$ cat config.mk
export PLATFORM = sky130hd
export DESIGN_NAME = plam_top
export DESIGN_NICKNAME = d
export VERILOG_FILES = /design/src/shared/plam_pkg.sv /design/src/design/plam_top.sv /design/src/design/plam_merge.sv /design/src/design/plam_regs.sv
export SDC_FILE = /design/constraint.sdc
export NUM_CORES = 1
export LEC_CHECK = 0
export CELL_PAD_IN_SITES_DETAIL_PLACEMENT = 1
export CELL_PAD_IN_SITES_GLOBAL_PLACEMENT = 1
export CORE_ASPECT_RATIO = 1.1
export CORE_UTILIZATION = 35
export CTS_CLUSTER_DIAMETER = 80
export DETAILED_ROUTE_END_ITERATION = 16
export DONT_BUFFER_PORTS = 1
export HOLD_SLACK_MARGIN = 0.02
export PLACE_DENSITY = 0.7
export SYNTH_ARGS = -nofsm -noshare
export SYNTH_HDL_FRONTEND = slang
export SYNTH_SLANG_ARGS = --single-unit
$ cat constraint.sdc
create_clock -name clk_i -period 3.8 [get_ports clk_i]
set_input_delay 0.57 -clock clk_i [delete_from_list [all_inputs] [get_ports clk_i]]
set_output_delay 0.57 -clock clk_i [all_outputs]
set_load 0.1 [all_outputs]
$ cat src/shared/plam_pkg.sv
// plam_pkg: constants, encodings and carriers of the load align/merge unit
// assumes: one 100 MHz core clock, 64-bit general registers
package plam_pkg;

   // ==========================================================
   // instruction fields and primary opcodes
   // ==========================================================
   localparam int OPC_HI = 31;
   localparam int OPC_LO = 26;
   localparam int BASE_HI = 25;
   localparam int BASE_LO = 21;
   localparam int TGT_HI = 20;
   localparam int TGT_LO = 16;
   localparam int OFFS_HI = 15;
   localparam logic [5:0] OPC_DWORD_LEFT = 6'h1a;
   localparam logic [5:0] OPC_DWORD_RIGHT = 6'h1b;
   localparam logic [5:0] OPC_HALF_SIGNED = 6'h21;
   localparam logic [5:0] OPC_HALF_UNSIGNED = 6'h25;

   // ==========================================================
   // widths
   // ==========================================================
   localparam int XLEN = 64;
   localparam int PADDR_W = 36;

   // ==========================================================
   // register map, fields, reset values
   // ==========================================================
   localparam logic [7:0] REG_CTRL = 8'h00;
   localparam logic [7:0] REG_STATUS = 8'h04;
   localparam logic [7:0] REG_COUNT = 8'h08;
   localparam int CTRL_MEM_BIG = 0;
   localparam int CTRL_CPU_BIG = 1;
   localparam int CTRL_REVERSE = 2;
   localparam int CTRL_IS64 = 3;
   localparam int STAT_EXC_LO = 0;
   localparam int STAT_BUSY = 4;
   localparam logic [3:0] CTRL_RST = 4'hb;
   localparam logic [31:0] COUNT_RST = 32'h0000_0000;

   // ==========================================================
   // enumerations
   // ==========================================================
   typedef enum logic [2:0] {
      OP_NONE = 3'b000,
      OP_DWORD_LEFT = 3'b001,
      OP_DWORD_RIGHT = 3'b010,
      OP_HALF_SIGNED = 3'b011,
      OP_HALF_UNSIGNED = 3'b100
   } plam_op_t;

   typedef enum logic [2:0] {
      EXC_NONE = 3'b000,
      EXC_TLB_REFILL = 3'b001,
      EXC_TLB_INVALID = 3'b010,
      EXC_BUS_ERROR = 3'b011,
      EXC_ADDR_ERROR = 3'b100,
      EXC_RESERVED = 3'b101
   } plam_exc_t;

   typedef enum logic [1:0] {
      ST_IDLE = 2'b00,
      ST_XLATE = 2'b01,
      ST_MEM = 2'b10
   } plam_state_t;

   // ==========================================================
   // carriers
   // ==========================================================
   typedef struct packed {
      logic [31:0] instr;
      logic [XLEN-1:0] base_val;
      logic [XLEN-1:0] rt_old;
   } plam_issue_t;

   typedef struct packed {
      logic [PADDR_W-1:0] paddr;
      logic tlb_refill;
      logic tlb_invalid;
   } plam_xlat_t;

   typedef struct packed {
      logic is64;
      logic reverse_endian_flag;
      logic cpu_big_endian_flag;
      logic memory_big_endian_flag;
   } plam_ctrl_t;

endpackage

$ cat src/design/plam_top.sv
// plam_top: executes left/right doubleword and halfword partial loads
// assumes: decode hands one load at a time with base and old target
// values; translation and memory answer by a one-cycle ack each
//
// Operation
// - opcode 011010 decodes as dword left load
// - opcode 011011 decodes as dword right load
// - opcode 100001 decodes as signed half load
// - opcode 100101 decodes as unsigned half load
// - left load fills upper bytes, keeps lower
// - right load fills lower bytes, keeps upper
// - byte choice uses address bits and endianness
// - right merge by same byte index
// - dword loads unaligned; listed exceptions only
// - signed half is sign-extended to register
// - unsigned half is zero-extended to register
// - odd half address faults, no write
// - 32-bit half index from two bits
// - 64-bit half index from three bits
`timescale 1ns/10ps
module plam_top
   import plam_pkg::*;
#(
   parameter int COUNT_W = 32
) (
   input wire logic clk_i,
   input wire logic rst_i,
   input wire logic wb_cyc_i,
   input wire logic wb_stb_i,
   input wire logic wb_we_i,
   input wire logic [7:0] wb_adr_i,
   input wire logic [3:0] wb_sel_i,
   input wire logic [31:0] wb_dat_i,
   output logic [31:0] wb_dat_o,
   output logic wb_ack_o,
   input wire logic issue_valid_i,
   input wire plam_issue_t issue_i,
   output logic issue_ready_o,
   output logic xlat_req_o,
   output logic [XLEN-1:0] virtual_addr_o,
   input wire logic xlat_ack_i,
   input wire plam_xlat_t xlat_i,
   output logic mem_req_o,
   output logic [PADDR_W-1:0] mem_paddr_o,
   input wire logic mem_ack_i,
   input wire logic [XLEN-1:0] mem_data_i,
   input wire logic mem_bus_err_i,
   output logic rf_we_o,
   output logic [4:0] rf_addr_o,
   output logic [XLEN-1:0] rf_data_o,
   output logic exc_valid_o,
   output plam_exc_t exc_code_o
);
   // ==========================================================
   // elaboration check
   // ==========================================================
   if (COUNT_W < 1 || COUNT_W > 32) begin : g_bad_count
      $error("COUNT_W must lie in 1..32");
   end

   plam_state_t state_q, state_d;
   plam_op_t op_q, op_d, dec_op;
   plam_exc_t exc_code_q, exc_code_d, last_exc_q, last_exc_d;
   plam_ctrl_t ctrl;
   logic [XLEN-1:0] virtual_addr_q, virtual_addr_d, rt_old_q, rt_old_d, ea;
   logic [XLEN-1:0] rf_data_q, rf_data_d, merge_res;
   logic [PADDR_W-1:0] paddr_q, paddr_d, pa_adj;
   logic [4:0] rt_addr_q, rt_addr_d;
   logic [COUNT_W-1:0] count_q, count_d;
   logic [2:0] rev_mask, idx;
   logic ready_q, ready_d, xreq_q, xreq_d, mreq_q, mreq_d;
   logic rf_we_q, rf_we_d, exc_q, exc_d;
   logic is_dword, is_half, take;

   // ==========================================================
   // decode and effective address
   // ==========================================================
   always_comb begin
      case (issue_i.instr[OPC_HI:OPC_LO])
         OPC_DWORD_LEFT: dec_op = OP_DWORD_LEFT;
         OPC_DWORD_RIGHT: dec_op = OP_DWORD_RIGHT;
         OPC_HALF_SIGNED: dec_op = OP_HALF_SIGNED;
         OPC_HALF_UNSIGNED: dec_op = OP_HALF_UNSIGNED;
         default: dec_op = OP_NONE;
      endcase
      // base field selects the register whose value arrives in base_val
      ea = issue_i.base_val
         + {{(XLEN-16){issue_i.instr[OFFS_HI]}}, issue_i.instr[15:0]};
      take = issue_valid_i && ready_q;
   end

   // ==========================================================
   // physical address adjustment of the held operation
   // ==========================================================
   always_comb begin
      is_dword = (op_q == OP_DWORD_LEFT) || (op_q == OP_DWORD_RIGHT);
      is_half = (op_q == OP_HALF_SIGNED) || (op_q == OP_HALF_UNSIGNED);
      if (is_dword) begin
         rev_mask = {3{ctrl.reverse_endian_flag}};
      end else if (ctrl.is64) begin
         rev_mask = {ctrl.reverse_endian_flag, ctrl.reverse_endian_flag, 1'b0};
      end else begin
         rev_mask = {1'b0, ctrl.reverse_endian_flag, 1'b0};
      end
      pa_adj = {xlat_i.paddr[PADDR_W-1:3], xlat_i.paddr[2:0] ^ rev_mask};
      // aligned doubleword requested when memory order wants it
      if ((op_q == OP_DWORD_LEFT && !ctrl.memory_big_endian_flag) ||
          (op_q == OP_DWORD_RIGHT && ctrl.memory_big_endian_flag)) begin
         pa_adj[2:0] = 3'b000;
      end
   end

   // ==========================================================
   // sequencer: issue, translate, memory, write back
   // ==========================================================
   always_comb begin
      state_d = state_q;
      op_d = op_q;
      virtual_addr_d = virtual_addr_q;
      rt_old_d = rt_old_q;
      rt_addr_d = rt_addr_q;
      paddr_d = paddr_q;
      xreq_d = xreq_q;
      mreq_d = mreq_q;
      rf_we_d = 1'b0;
      rf_data_d = rf_data_q;
      exc_d = 1'b0;
      exc_code_d = exc_code_q;
      count_d = count_q;
      case (state_q)
         ST_IDLE: begin
            if (take) begin
               op_d = dec_op;
               virtual_addr_d = ea;
               rt_old_d = issue_i.rt_old;
               rt_addr_d = issue_i.instr[TGT_HI:TGT_LO];
               // dword loads exist only in 64-bit mode
               if (dec_op == OP_NONE || (!ctrl.is64 &&
                   (dec_op == OP_DWORD_LEFT || dec_op == OP_DWORD_RIGHT))) begin
                  exc_d = 1'b1;
                  exc_code_d = EXC_RESERVED;
               end else if ((dec_op == OP_HALF_SIGNED ||
                             dec_op == OP_HALF_UNSIGNED) && ea[0]) begin
                  exc_d = 1'b1;
                  exc_code_d = EXC_ADDR_ERROR;
               end else begin
                  // no alignment test on dword loads
                  state_d = ST_XLATE;
                  xreq_d = 1'b1;
               end
            end
         end
         ST_XLATE: begin
            if (xlat_ack_i) begin
               xreq_d = 1'b0;
               if (xlat_i.tlb_refill) begin
                  exc_d = 1'b1;
                  exc_code_d = EXC_TLB_REFILL;
                  state_d = ST_IDLE;
               end else if (xlat_i.tlb_invalid) begin
                  exc_d = 1'b1;
                  exc_code_d = EXC_TLB_INVALID;
                  state_d = ST_IDLE;
               end else begin
                  paddr_d = pa_adj;
                  mreq_d = 1'b1;
                  state_d = ST_MEM;
               end
            end
         end
         ST_MEM: begin
            if (mem_ack_i) begin
               mreq_d = 1'b0;
               state_d = ST_IDLE;
               if (mem_bus_err_i) begin
                  exc_d = 1'b1;
                  exc_code_d = EXC_BUS_ERROR;
               end else begin
                  rf_we_d = 1'b1;
                  rf_data_d = merge_res;
                  count_d = count_q + 1'b1;
               end
            end
         end
         default: begin
            state_d = ST_IDLE;
            xreq_d = 1'b0;
            mreq_d = 1'b0;
         end
      endcase
      ready_d = (state_d == ST_IDLE);
      last_exc_d = exc_d ? exc_code_d : last_exc_q;
   end

   // state and output registers
   always_ff @(posedge clk_i) begin
      if (rst_i) begin
         state_q <= ST_IDLE;
         op_q <= OP_NONE;
         virtual_addr_q <= '0;
         rt_old_q <= '0;
         rt_addr_q <= 5'h00;
         paddr_q <= '0;
         xreq_q <= 1'b0;
         mreq_q <= 1'b0;
         rf_we_q <= 1'b0;
         rf_data_q <= '0;
         exc_q <= 1'b0;
         exc_code_q <= EXC_NONE;
         last_exc_q <= EXC_NONE;
         count_q <= COUNT_RST[COUNT_W-1:0];
         ready_q <= 1'b0;
      end else begin
         state_q <= state_d;
         op_q <= op_d;
         virtual_addr_q <= virtual_addr_d;
         rt_old_q <= rt_old_d;
         rt_addr_q <= rt_addr_d;
         paddr_q <= paddr_d;
         xreq_q <= xreq_d;
         mreq_q <= mreq_d;
         rf_we_q <= rf_we_d;
         rf_data_q <= rf_data_d;
         exc_q <= exc_d;
         exc_code_q <= exc_code_d;
         last_exc_q <= last_exc_d;
         count_q <= count_d;
         ready_q <= ready_d;
      end
   end

   // ==========================================================
   // merge datapath and register slave
   // ==========================================================
   plam_merge u_merge (
      .op_i(op_q),
      .is64_i(ctrl.is64),
      .cpu_big_i(ctrl.cpu_big_endian_flag),
      .virtual_addr_lo_i(virtual_addr_q[2:0]),
      .mem_i(mem_data_i),
      .rt_i(rt_old_q),
      .idx_o(idx),
      .res_o(merge_res)
   );

   plam_regs u_regs (
      .clk_i(clk_i),
      .rst_i(rst_i),
      .wb_cyc_i(wb_cyc_i),
      .wb_stb_i(wb_stb_i),
      .wb_we_i(wb_we_i),
      .wb_adr_i(wb_adr_i),
      .wb_sel_i(wb_sel_i),
      .wb_dat_i(wb_dat_i),
      .wb_dat_o(wb_dat_o),
      .wb_ack_o(wb_ack_o),
      .busy_i(!ready_q),
      .last_exc_i(last_exc_q),
      .count_i(32'(count_q)),
      .ctrl_o(ctrl)
   );

   // outputs straight from flops
   assign issue_ready_o = ready_q;
   assign xlat_req_o = xreq_q;
   assign virtual_addr_o = virtual_addr_q;
   assign mem_req_o = mreq_q;
   assign mem_paddr_o = paddr_q;
   assign rf_we_o = rf_we_q;
   assign rf_addr_o = rt_addr_q;
   assign rf_data_o = rf_data_q;
   assign exc_valid_o = exc_q;
   assign exc_code_o = exc_code_q;

   // ==========================================================
   // assertions
   // ==========================================================
   a_left_decode: assert property (@(posedge clk_i) disable iff (rst_i)
      take && issue_i.instr[31:26] == 6'h1a |=> op_q == OP_DWORD_LEFT)
      else $error("left load opcode not decoded");
   a_right_decode: assert property (@(posedge clk_i) disable iff (rst_i)
      take && issue_i.instr[31:26] == 6'h1b |=> op_q == OP_DWORD_RIGHT)
      else $error("right load opcode not decoded");
   a_half_decode: assert property (@(posedge clk_i) disable iff (rst_i)
      take && (issue_i.instr[31:26] == 6'h21 || issue_i.instr[31:26] == 6'h25)
      |=> (op_q == OP_HALF_SIGNED) == ($past(issue_i.instr[28]) == 1'b0))
      else $error("half load opcode not decoded");
   a_ea_sum: assert property (@(posedge clk_i) disable iff (rst_i)
      $rose(xlat_req_o) |-> virtual_addr_o == $past(issue_i.base_val)
         + {{48{$past(issue_i.instr[15])}}, $past(issue_i.instr[15:0])})
      else $error("effective address wrong");
   a_half_odd: assert property (@(posedge clk_i) disable iff (rst_i)
      take && (dec_op == OP_HALF_SIGNED || dec_op == OP_HALF_UNSIGNED) && ea[0]
      |=> exc_valid_o && exc_code_o == EXC_ADDR_ERROR && !xlat_req_o
          ##1 !rf_we_o)
      else $error("odd half address not faulted");
   a_tlb_precise: assert property (@(posedge clk_i) disable iff (rst_i)
      state_q == ST_XLATE && xlat_ack_i &&
      (xlat_i.tlb_refill || xlat_i.tlb_invalid)
      |=> exc_valid_o && !mem_req_o && !rf_we_o ##1 !mem_req_o && !rf_we_o)
      else $error("tlb fault not precise");
   a_left_align: assert property (@(posedge clk_i) disable iff (rst_i)
      $rose(mem_req_o) && op_q == OP_DWORD_LEFT &&
      !ctrl.memory_big_endian_flag |-> mem_paddr_o[2:0] == 3'b000)
      else $error("left load address not aligned");
   a_right_align: assert property (@(posedge clk_i) disable iff (rst_i)
      $rose(mem_req_o) && op_q == OP_DWORD_RIGHT &&
      ctrl.memory_big_endian_flag |-> mem_paddr_o[2:0] == 3'b000)
      else $error("right load address not aligned");
   a_sign_ext: assert property (@(posedge clk_i) disable iff (rst_i)
      rf_we_o && op_q == OP_HALF_SIGNED |-> rf_data_o[63:16] == {48{rf_data_o[15]}})
      else $error("signed half not sign-extended");
   a_zero_ext: assert property (@(posedge clk_i) disable iff (rst_i)
      rf_we_o && op_q == OP_HALF_UNSIGNED |-> rf_data_o[63:16] == 48'h0000_0000_0000)
      else $error("unsigned half not zero-extended");
   a_left_merge: assert property (@(posedge clk_i) disable iff (rst_i)
      rf_we_o && op_q == OP_DWORD_LEFT && idx == 3'h0 |->
      rf_data_o == {$past(mem_data_i[7:0]), rt_old_q[55:0]})
      else $error("left merge wrong");
   a_right_merge: assert property (@(posedge clk_i) disable iff (rst_i)
      rf_we_o && op_q == OP_DWORD_RIGHT && idx == 3'h0 |->
      rf_data_o == $past(mem_data_i))
      else $error("right merge wrong");
   a_reserved_op: assert property (@(posedge clk_i) disable iff (rst_i)
      take && dec_op == OP_NONE |=> exc_valid_o && exc_code_o == EXC_RESERVED)
      else $error("unknown opcode not reserved");

   c_left_load: cover property (@(posedge clk_i) disable iff (rst_i)
      rf_we_o && op_q == OP_DWORD_LEFT);
   c_right_load: cover property (@(posedge clk_i) disable iff (rst_i)
      rf_we_o && op_q == OP_DWORD_RIGHT);
   c_half_fault: cover property (@(posedge clk_i) disable iff (rst_i)
      exc_valid_o && exc_code_o == EXC_ADDR_ERROR);
   c_tlb_fault: cover property (@(posedge clk_i) disable iff (rst_i)
      exc_valid_o && exc_code_o == EXC_TLB_REFILL);

endmodule // plam_top

$ cat src/design/plam_merge.sv
// plam_merge: byte index and result merge for the four partial loads
// assumes: purely combinational, fed from registered operands
`timescale 1ns/10ps
module plam_merge
   import plam_pkg::*;
(
   input wire plam_op_t op_i,
   input wire logic is64_i,
   input wire logic cpu_big_i,
   input wire logic [2:0] virtual_addr_lo_i,
   input wire logic [XLEN-1:0] mem_i,
   input wire logic [XLEN-1:0] rt_i,
   output logic [2:0] idx_o,
   output logic [XLEN-1:0] res_o
);
   localparam logic [XLEN-1:0] ONES = {XLEN{1'b1}};

   logic [2:0] idx;
   logic [XLEN-1:0] src;
   logic [XLEN-1:0] shifted;
   logic [XLEN-1:0] lmask;
   logic [XLEN-1:0] rmask;
   logic [15:0] half;

   // ==========================================================
   // byte index, source word and masks
   // ==========================================================
   always_comb begin
      src = mem_i;
      if (op_i == OP_DWORD_LEFT || op_i == OP_DWORD_RIGHT) begin
         idx = virtual_addr_lo_i ^ {3{cpu_big_i}};
      end else if (is64_i) begin
         idx = virtual_addr_lo_i ^ {cpu_big_i, cpu_big_i, 1'b0};
      end else begin
         // word-wide memory: upper half of the bus is ignored
         idx = {1'b0, virtual_addr_lo_i[1:0] ^ {cpu_big_i, 1'b0}};
         src = {32'h0000_0000, mem_i[31:0]};
      end
      // the lmask shift count is 7 bits so that a full 64-bit shift clears
      lmask = ONES >> ({1'b0, idx, 3'b000} + 7'h08);
      rmask = ~(ONES >> {idx, 3'b000});
      shifted = src >> {idx, 3'b000};
      half = shifted[15:0];
   end

   // ==========================================================
   // result selection
   // ==========================================================
   always_comb begin
      case (op_i)
         OP_DWORD_LEFT: begin
            // memory low bytes on top, old low part kept
            res_o = (src << (6'h38 - {idx, 3'b000})) | (rt_i & lmask);
         end
         OP_DWORD_RIGHT: begin
            res_o = shifted | (rt_i & rmask);
         end
         OP_HALF_SIGNED: begin
            res_o = {{(XLEN-16){half[15]}}, half};
         end
         OP_HALF_UNSIGNED: begin
            res_o = {{(XLEN-16){1'b0}}, half};
         end
         default: begin
            res_o = rt_i;
         end
      endcase
      idx_o = idx;
   end

endmodule // plam_merge

$ cat src/design/plam_regs.sv
// plam_regs: classic wishbone slave holding control, showing status
// assumes: single-cycle requests held until ack, 32-bit data
`timescale 1ns/10ps
module plam_regs
   import plam_pkg::*;
(
   input wire logic clk_i,
   input wire logic rst_i,
   input wire logic wb_cyc_i,
   input wire logic wb_stb_i,
   input wire logic wb_we_i,
   input wire logic [7:0] wb_adr_i,
   input wire logic [3:0] wb_sel_i,
   input wire logic [31:0] wb_dat_i,
   output logic [31:0] wb_dat_o,
   output logic wb_ack_o,
   input wire logic busy_i,
   input wire plam_exc_t last_exc_i,
   input wire logic [31:0] count_i,
   output plam_ctrl_t ctrl_o
);
   logic ack_q, ack_d;
   logic [31:0] dat_q, dat_d;
   plam_ctrl_t ctrl_q, ctrl_d;
   logic take;

   // ==========================================================
   // decode: ack one cycle after the strobe, dropped next cycle
   // ==========================================================
   always_comb begin
      take = wb_cyc_i && wb_stb_i && !ack_q;
      ack_d = take;
      ctrl_d = ctrl_q;
      dat_d = 32'h0000_0000;
      if (take && wb_we_i) begin
         // only lane 0 carries control bits
         if (wb_adr_i == REG_CTRL && wb_sel_i[0]) begin
            ctrl_d = plam_ctrl_t'(wb_dat_i[3:0]);
         end
      end else if (take) begin
         if (wb_adr_i == REG_CTRL) begin
            dat_d = {28'h000_0000, ctrl_q};
         end else if (wb_adr_i == REG_STATUS) begin
            dat_d = {27'h000_0000, busy_i, 1'b0, last_exc_i};
         end else if (wb_adr_i == REG_COUNT) begin
            dat_d = count_i;
         end else begin
            dat_d = 32'h0000_0000; // unmapped reads zero
         end
      end
   end

   // registered answers
   always_ff @(posedge clk_i) begin
      if (rst_i) begin
         ack_q <= 1'b0;
         dat_q <= 32'h0000_0000;
         ctrl_q <= plam_ctrl_t'(CTRL_RST);
      end else begin
         ack_q <= ack_d;
         dat_q <= dat_d;
         ctrl_q <= ctrl_d;
      end
   end

   assign wb_ack_o = ack_q;
   assign wb_dat_o = dat_q;
   assign ctrl_o = ctrl_q;

endmodule // plam_regs

==> flow_summary.toml <==
[run_status]
status = "complete, no violations"

[setup_path]
crit_family = "compound AO/OA/AOI/OAI gates"
arrival_ps = 3920
worstPathCellList = "buf_4 > mux2_1 > nand2_1 > o21ai_0 > a2111oi_1 > a21oi_2 > a41oi_2 > buf_4 > nand2_1 > a2111oi_0 > nor4_1"
critPathRequiredTime_ps = 4210
cpPeakStageDelay_ps = 620
startpoint_type = "flop"
crit_fanout = 17
slowest_stage = "a2111oi_1"
critPathCaptureType = "flop"
crit_type = "reg2reg"
cp_num_buf_inv = 2

[routing]
drt_iter0_drc = 1394
wl_per_cell_um = 25.1
vias = 19406
ant_nets = 0
drtPass1Iterations = 5
routed_wl_um = 82000
viasPerCell = 5.93
drc = 0

[place]
port_buffers = 0
dp_slack_ps = 48.6
gp_congestion = 1.02
placed_area_um2 = 19600
dpl.hpwl_um = 62700

[sta]
min_period_ps = 3510
tightest_slew_ps = 1240
drv_slew = 0
finalCritPeriodShare_pct = 92.4
hold_viol = 0
worst_slack_ps = 288
rsz0062_at_grt = "false"
slew_headroom_pct = 17.3
fin_setup_tns_ps = 0
finClkSkew_ps = 16.9
setup_viol = 0
whs_ps = 86.3
max_freq_mhz = 285

[global_routing]
grt_pass1_wl_um = 121000
grt_pass1_vias = 19689
antenna_found_initial = 6
overflow = 0
grt_max_degree = 250
grt_util_all_layers_pct = 28.7

[finish]
final_area_um2 = 21000
nNetsFinal = 2893
drive_above_1_share_pct = 6.30
area_delta_synth_final_pct = 10.4
final_util_pct = 39.1

[pwr]
pwr-share-clk_pct = 39.5
powerDensity_nw_per_um2 = 462
power_leakage_nw = 7.92
ir_drop_uv = 418
pwr-share-comb_pct = 19.8
switching_share_pct = 34.4
switchingPower_w = 0.00333
p_seq_share_pct = 40.7
intPower_w = 0.00635

[floorplan]
rows = 89
initial_core_util_pct = 35.4
die_height_um = 246
dieArea_um2 = 55100
core_region_area_um2 = 53600
io_pins = 525
die_w_um = 224

[clock_tree]
clock_path_buffers = 3
clk_pin_slew_ps = 60
cts_hold_buf = 0
cts.repair.resized = 0
clock_sinks = 318
cts_root_buffer = "clkbuf_16"
post_cts_buffers = 0
cts_buffers = 39
htreeDepth = 2
clk_latency_ps = 570
cts_tree = "yes"

[yosys]
syn_nets = 2981
synth-seq-cells = 318
synth_edf_count = 0
seq_area_frac_synth_pct = 33.6
synth_area_um2 = 19000
yosys_warnings = 0
synth-main-ff-cell = "dfxtp_1"
synth.avg_cell_area_um2 = 7.29
synthArstFlopShare_pct = 0
syn_inst = 2601
ys_types = 95

[job]
maxCapViolations = 0

[min_path]
hp-class = "in2reg"
-- layout make-up --
type / instances / area, um^2
Antenna cell: 3 / 7.51
Clock buffer: 50 / 1070
Clock inverter: 18 / 236
Fill cell: 6526 / 32600
Inverter: 28 / 105
Multi-Input combinational cell: 2067 / 11700
Sequential cell: 318 / 6370
Tap cell: 728 / 911
Timing Repair Buffer: 59 / 518
-- logic make-up after synthesis --
group	after synthesis	synth area share (%)
mux	70	3.74
compound gates	774	25.0
flops	318	33.6
buf+inv	216	4.83
xor+xnor	83	3.87
fa+ha+maj	65	4.33
simple gates	1075	24.7
-- power by group through the flow --
| stage | logic [W] | registers, W | clock network, W |
|---|---|---|---|
| 6_report | 0.00192 | 0.00394 | 0.00383 |
| 5_1_grt | 0.00206 | 0.00395 | 0.00406 |
| 4_1_cts | 0.00188 | 0.00395 | 0.00393 |
| 3_5_place_dp | 0.00187 | 0.00402 | 0 |
| 3_3_place_gp | 0.00184 | 0.00402 | 0 |
| 2_1_floorplan | 0.00132 | 0.00398 | 0 |
-- worst register-to-register path, cell delays in order (launching register included) --
cell and delay (ps):
dfxtp_1 500, buf_4 230, mux2_1 330, nand2_1 70, o21ai_0 130, a2111oi_1 620
a21oi_2 110, a41oi_2 240, buf_4 310, nand2_1 240, a2111oi_0 510, nor4_1 80
-- path summary, 6_finish.rpt --
| check | slack (ps) | end | startpoint | cells after the start |
|---|---|---|---|---|
| max | 290 | rf_data_o[49] | u_regs.ctrl_o[1] | 11 |
| min | 90 | u_regs.wb_dat_o[3] | wb_adr_i[2] | 1 |
| max reg2reg | 290 | rf_data_o[49] | u_regs.ctrl_o[1] | 11 |
| min reg2reg | 460 | rt_old_q[3] | rt_old_q[3] | 2 |
-- per-layer routing --
layer | wire (um) | vias to the layer above | global-route usage [%]
met1 | 32100 | 9542 | 33.4
met4 | 3530 | 6 | 12.1
met5 | 41 | - | 0
met3 | 6830 | 168 | 8.37
met2 | 39500 | 674 | 48.9
li1 | - | 9016 | -
-- layout by cell type (no fill, tap or decap), drive strengths merged, types with 14 or more instances in the layout --
| cell | Yosys | final |
|---|---|---|
| a211oi | 33 | 33 |
| a21o | 38 | 38 |
| a21oi | 346 | 346 |
| a221oi | 19 | 19 |
| a22oi | 14 | 14 |
| a31oi | 17 | 17 |
| and2 | 34 | 34 |
| and3 | 29 | 29 |
| buf | 38 | 59 |
| clkbuf | 150 | 50 |
| dfxtp | 318 | 318 |
| ha | 64 | 64 |
| inv | 28 | 30 |
| mux2i | 66 | 66 |
| nand2 | 596 | 596 |
| nand3 | 81 | 81 |
| nand4 | 25 | 25 |
| nor2 | 198 | 198 |
| nor3 | 42 | 42 |
| nor4 | 15 | 15 |
| o211ai | 28 | 28 |
| o21ai | 152 | 152 |
| o221ai | 16 | 16 |
| o22ai | 14 | 14 |
| xnor2 | 48 | 48 |
| xor2 | 35 | 35 |
-- state kept, by name (all words and copies together) (netlist names), 4 cells and up --
register and cells:
virtual_addr_o 64, count_q 32, rf_data_o 64, u_regs.wb_dat_o 32, u_regs.ctrl_o 4, rf_addr_o 5
mem_paddr_o 36, rt_old_q 64
-- synth_stat cells (all sizes together), types with 17 or more instances --
library cell  count  area share [%]
nand2           596              12
a21oi           346             9.2
dfxtp           318              34
nor2            198             3.9
o21ai           152             4.0
clkbuf          150             3.0
nand3            81             2.1
mux2i            66             3.5
ha               64             4.2
xnor2            48             2.3
nor3             42             1.2
a21o             38             1.5
buf              38             1.3
xor2             35             1.6
and2             34             1.1
a211oi           33             1.3
and3             29            0.96
inv              28            0.55
o211ai           28             1.1
nand4            25            0.82
a221oi           19            0.88
a31oi            17            0.56
-- per-stage QoR --
| stage | std cells | total power, W |
|---|---|---|
| 2_1_floorplan | 2601 | 0.00531 |
| 3_3_place_gp | 3200 | 0.00585 |
| 3_5_place_dp | 3200 | 0.00589 |
| 4_1_cts | 3268 | 0.00976 |
| 5_1_grt | 3270 | 0.0101 |
| 6_report | 3271 | 0.00969 |
Power figures use the tool's default switching activity.
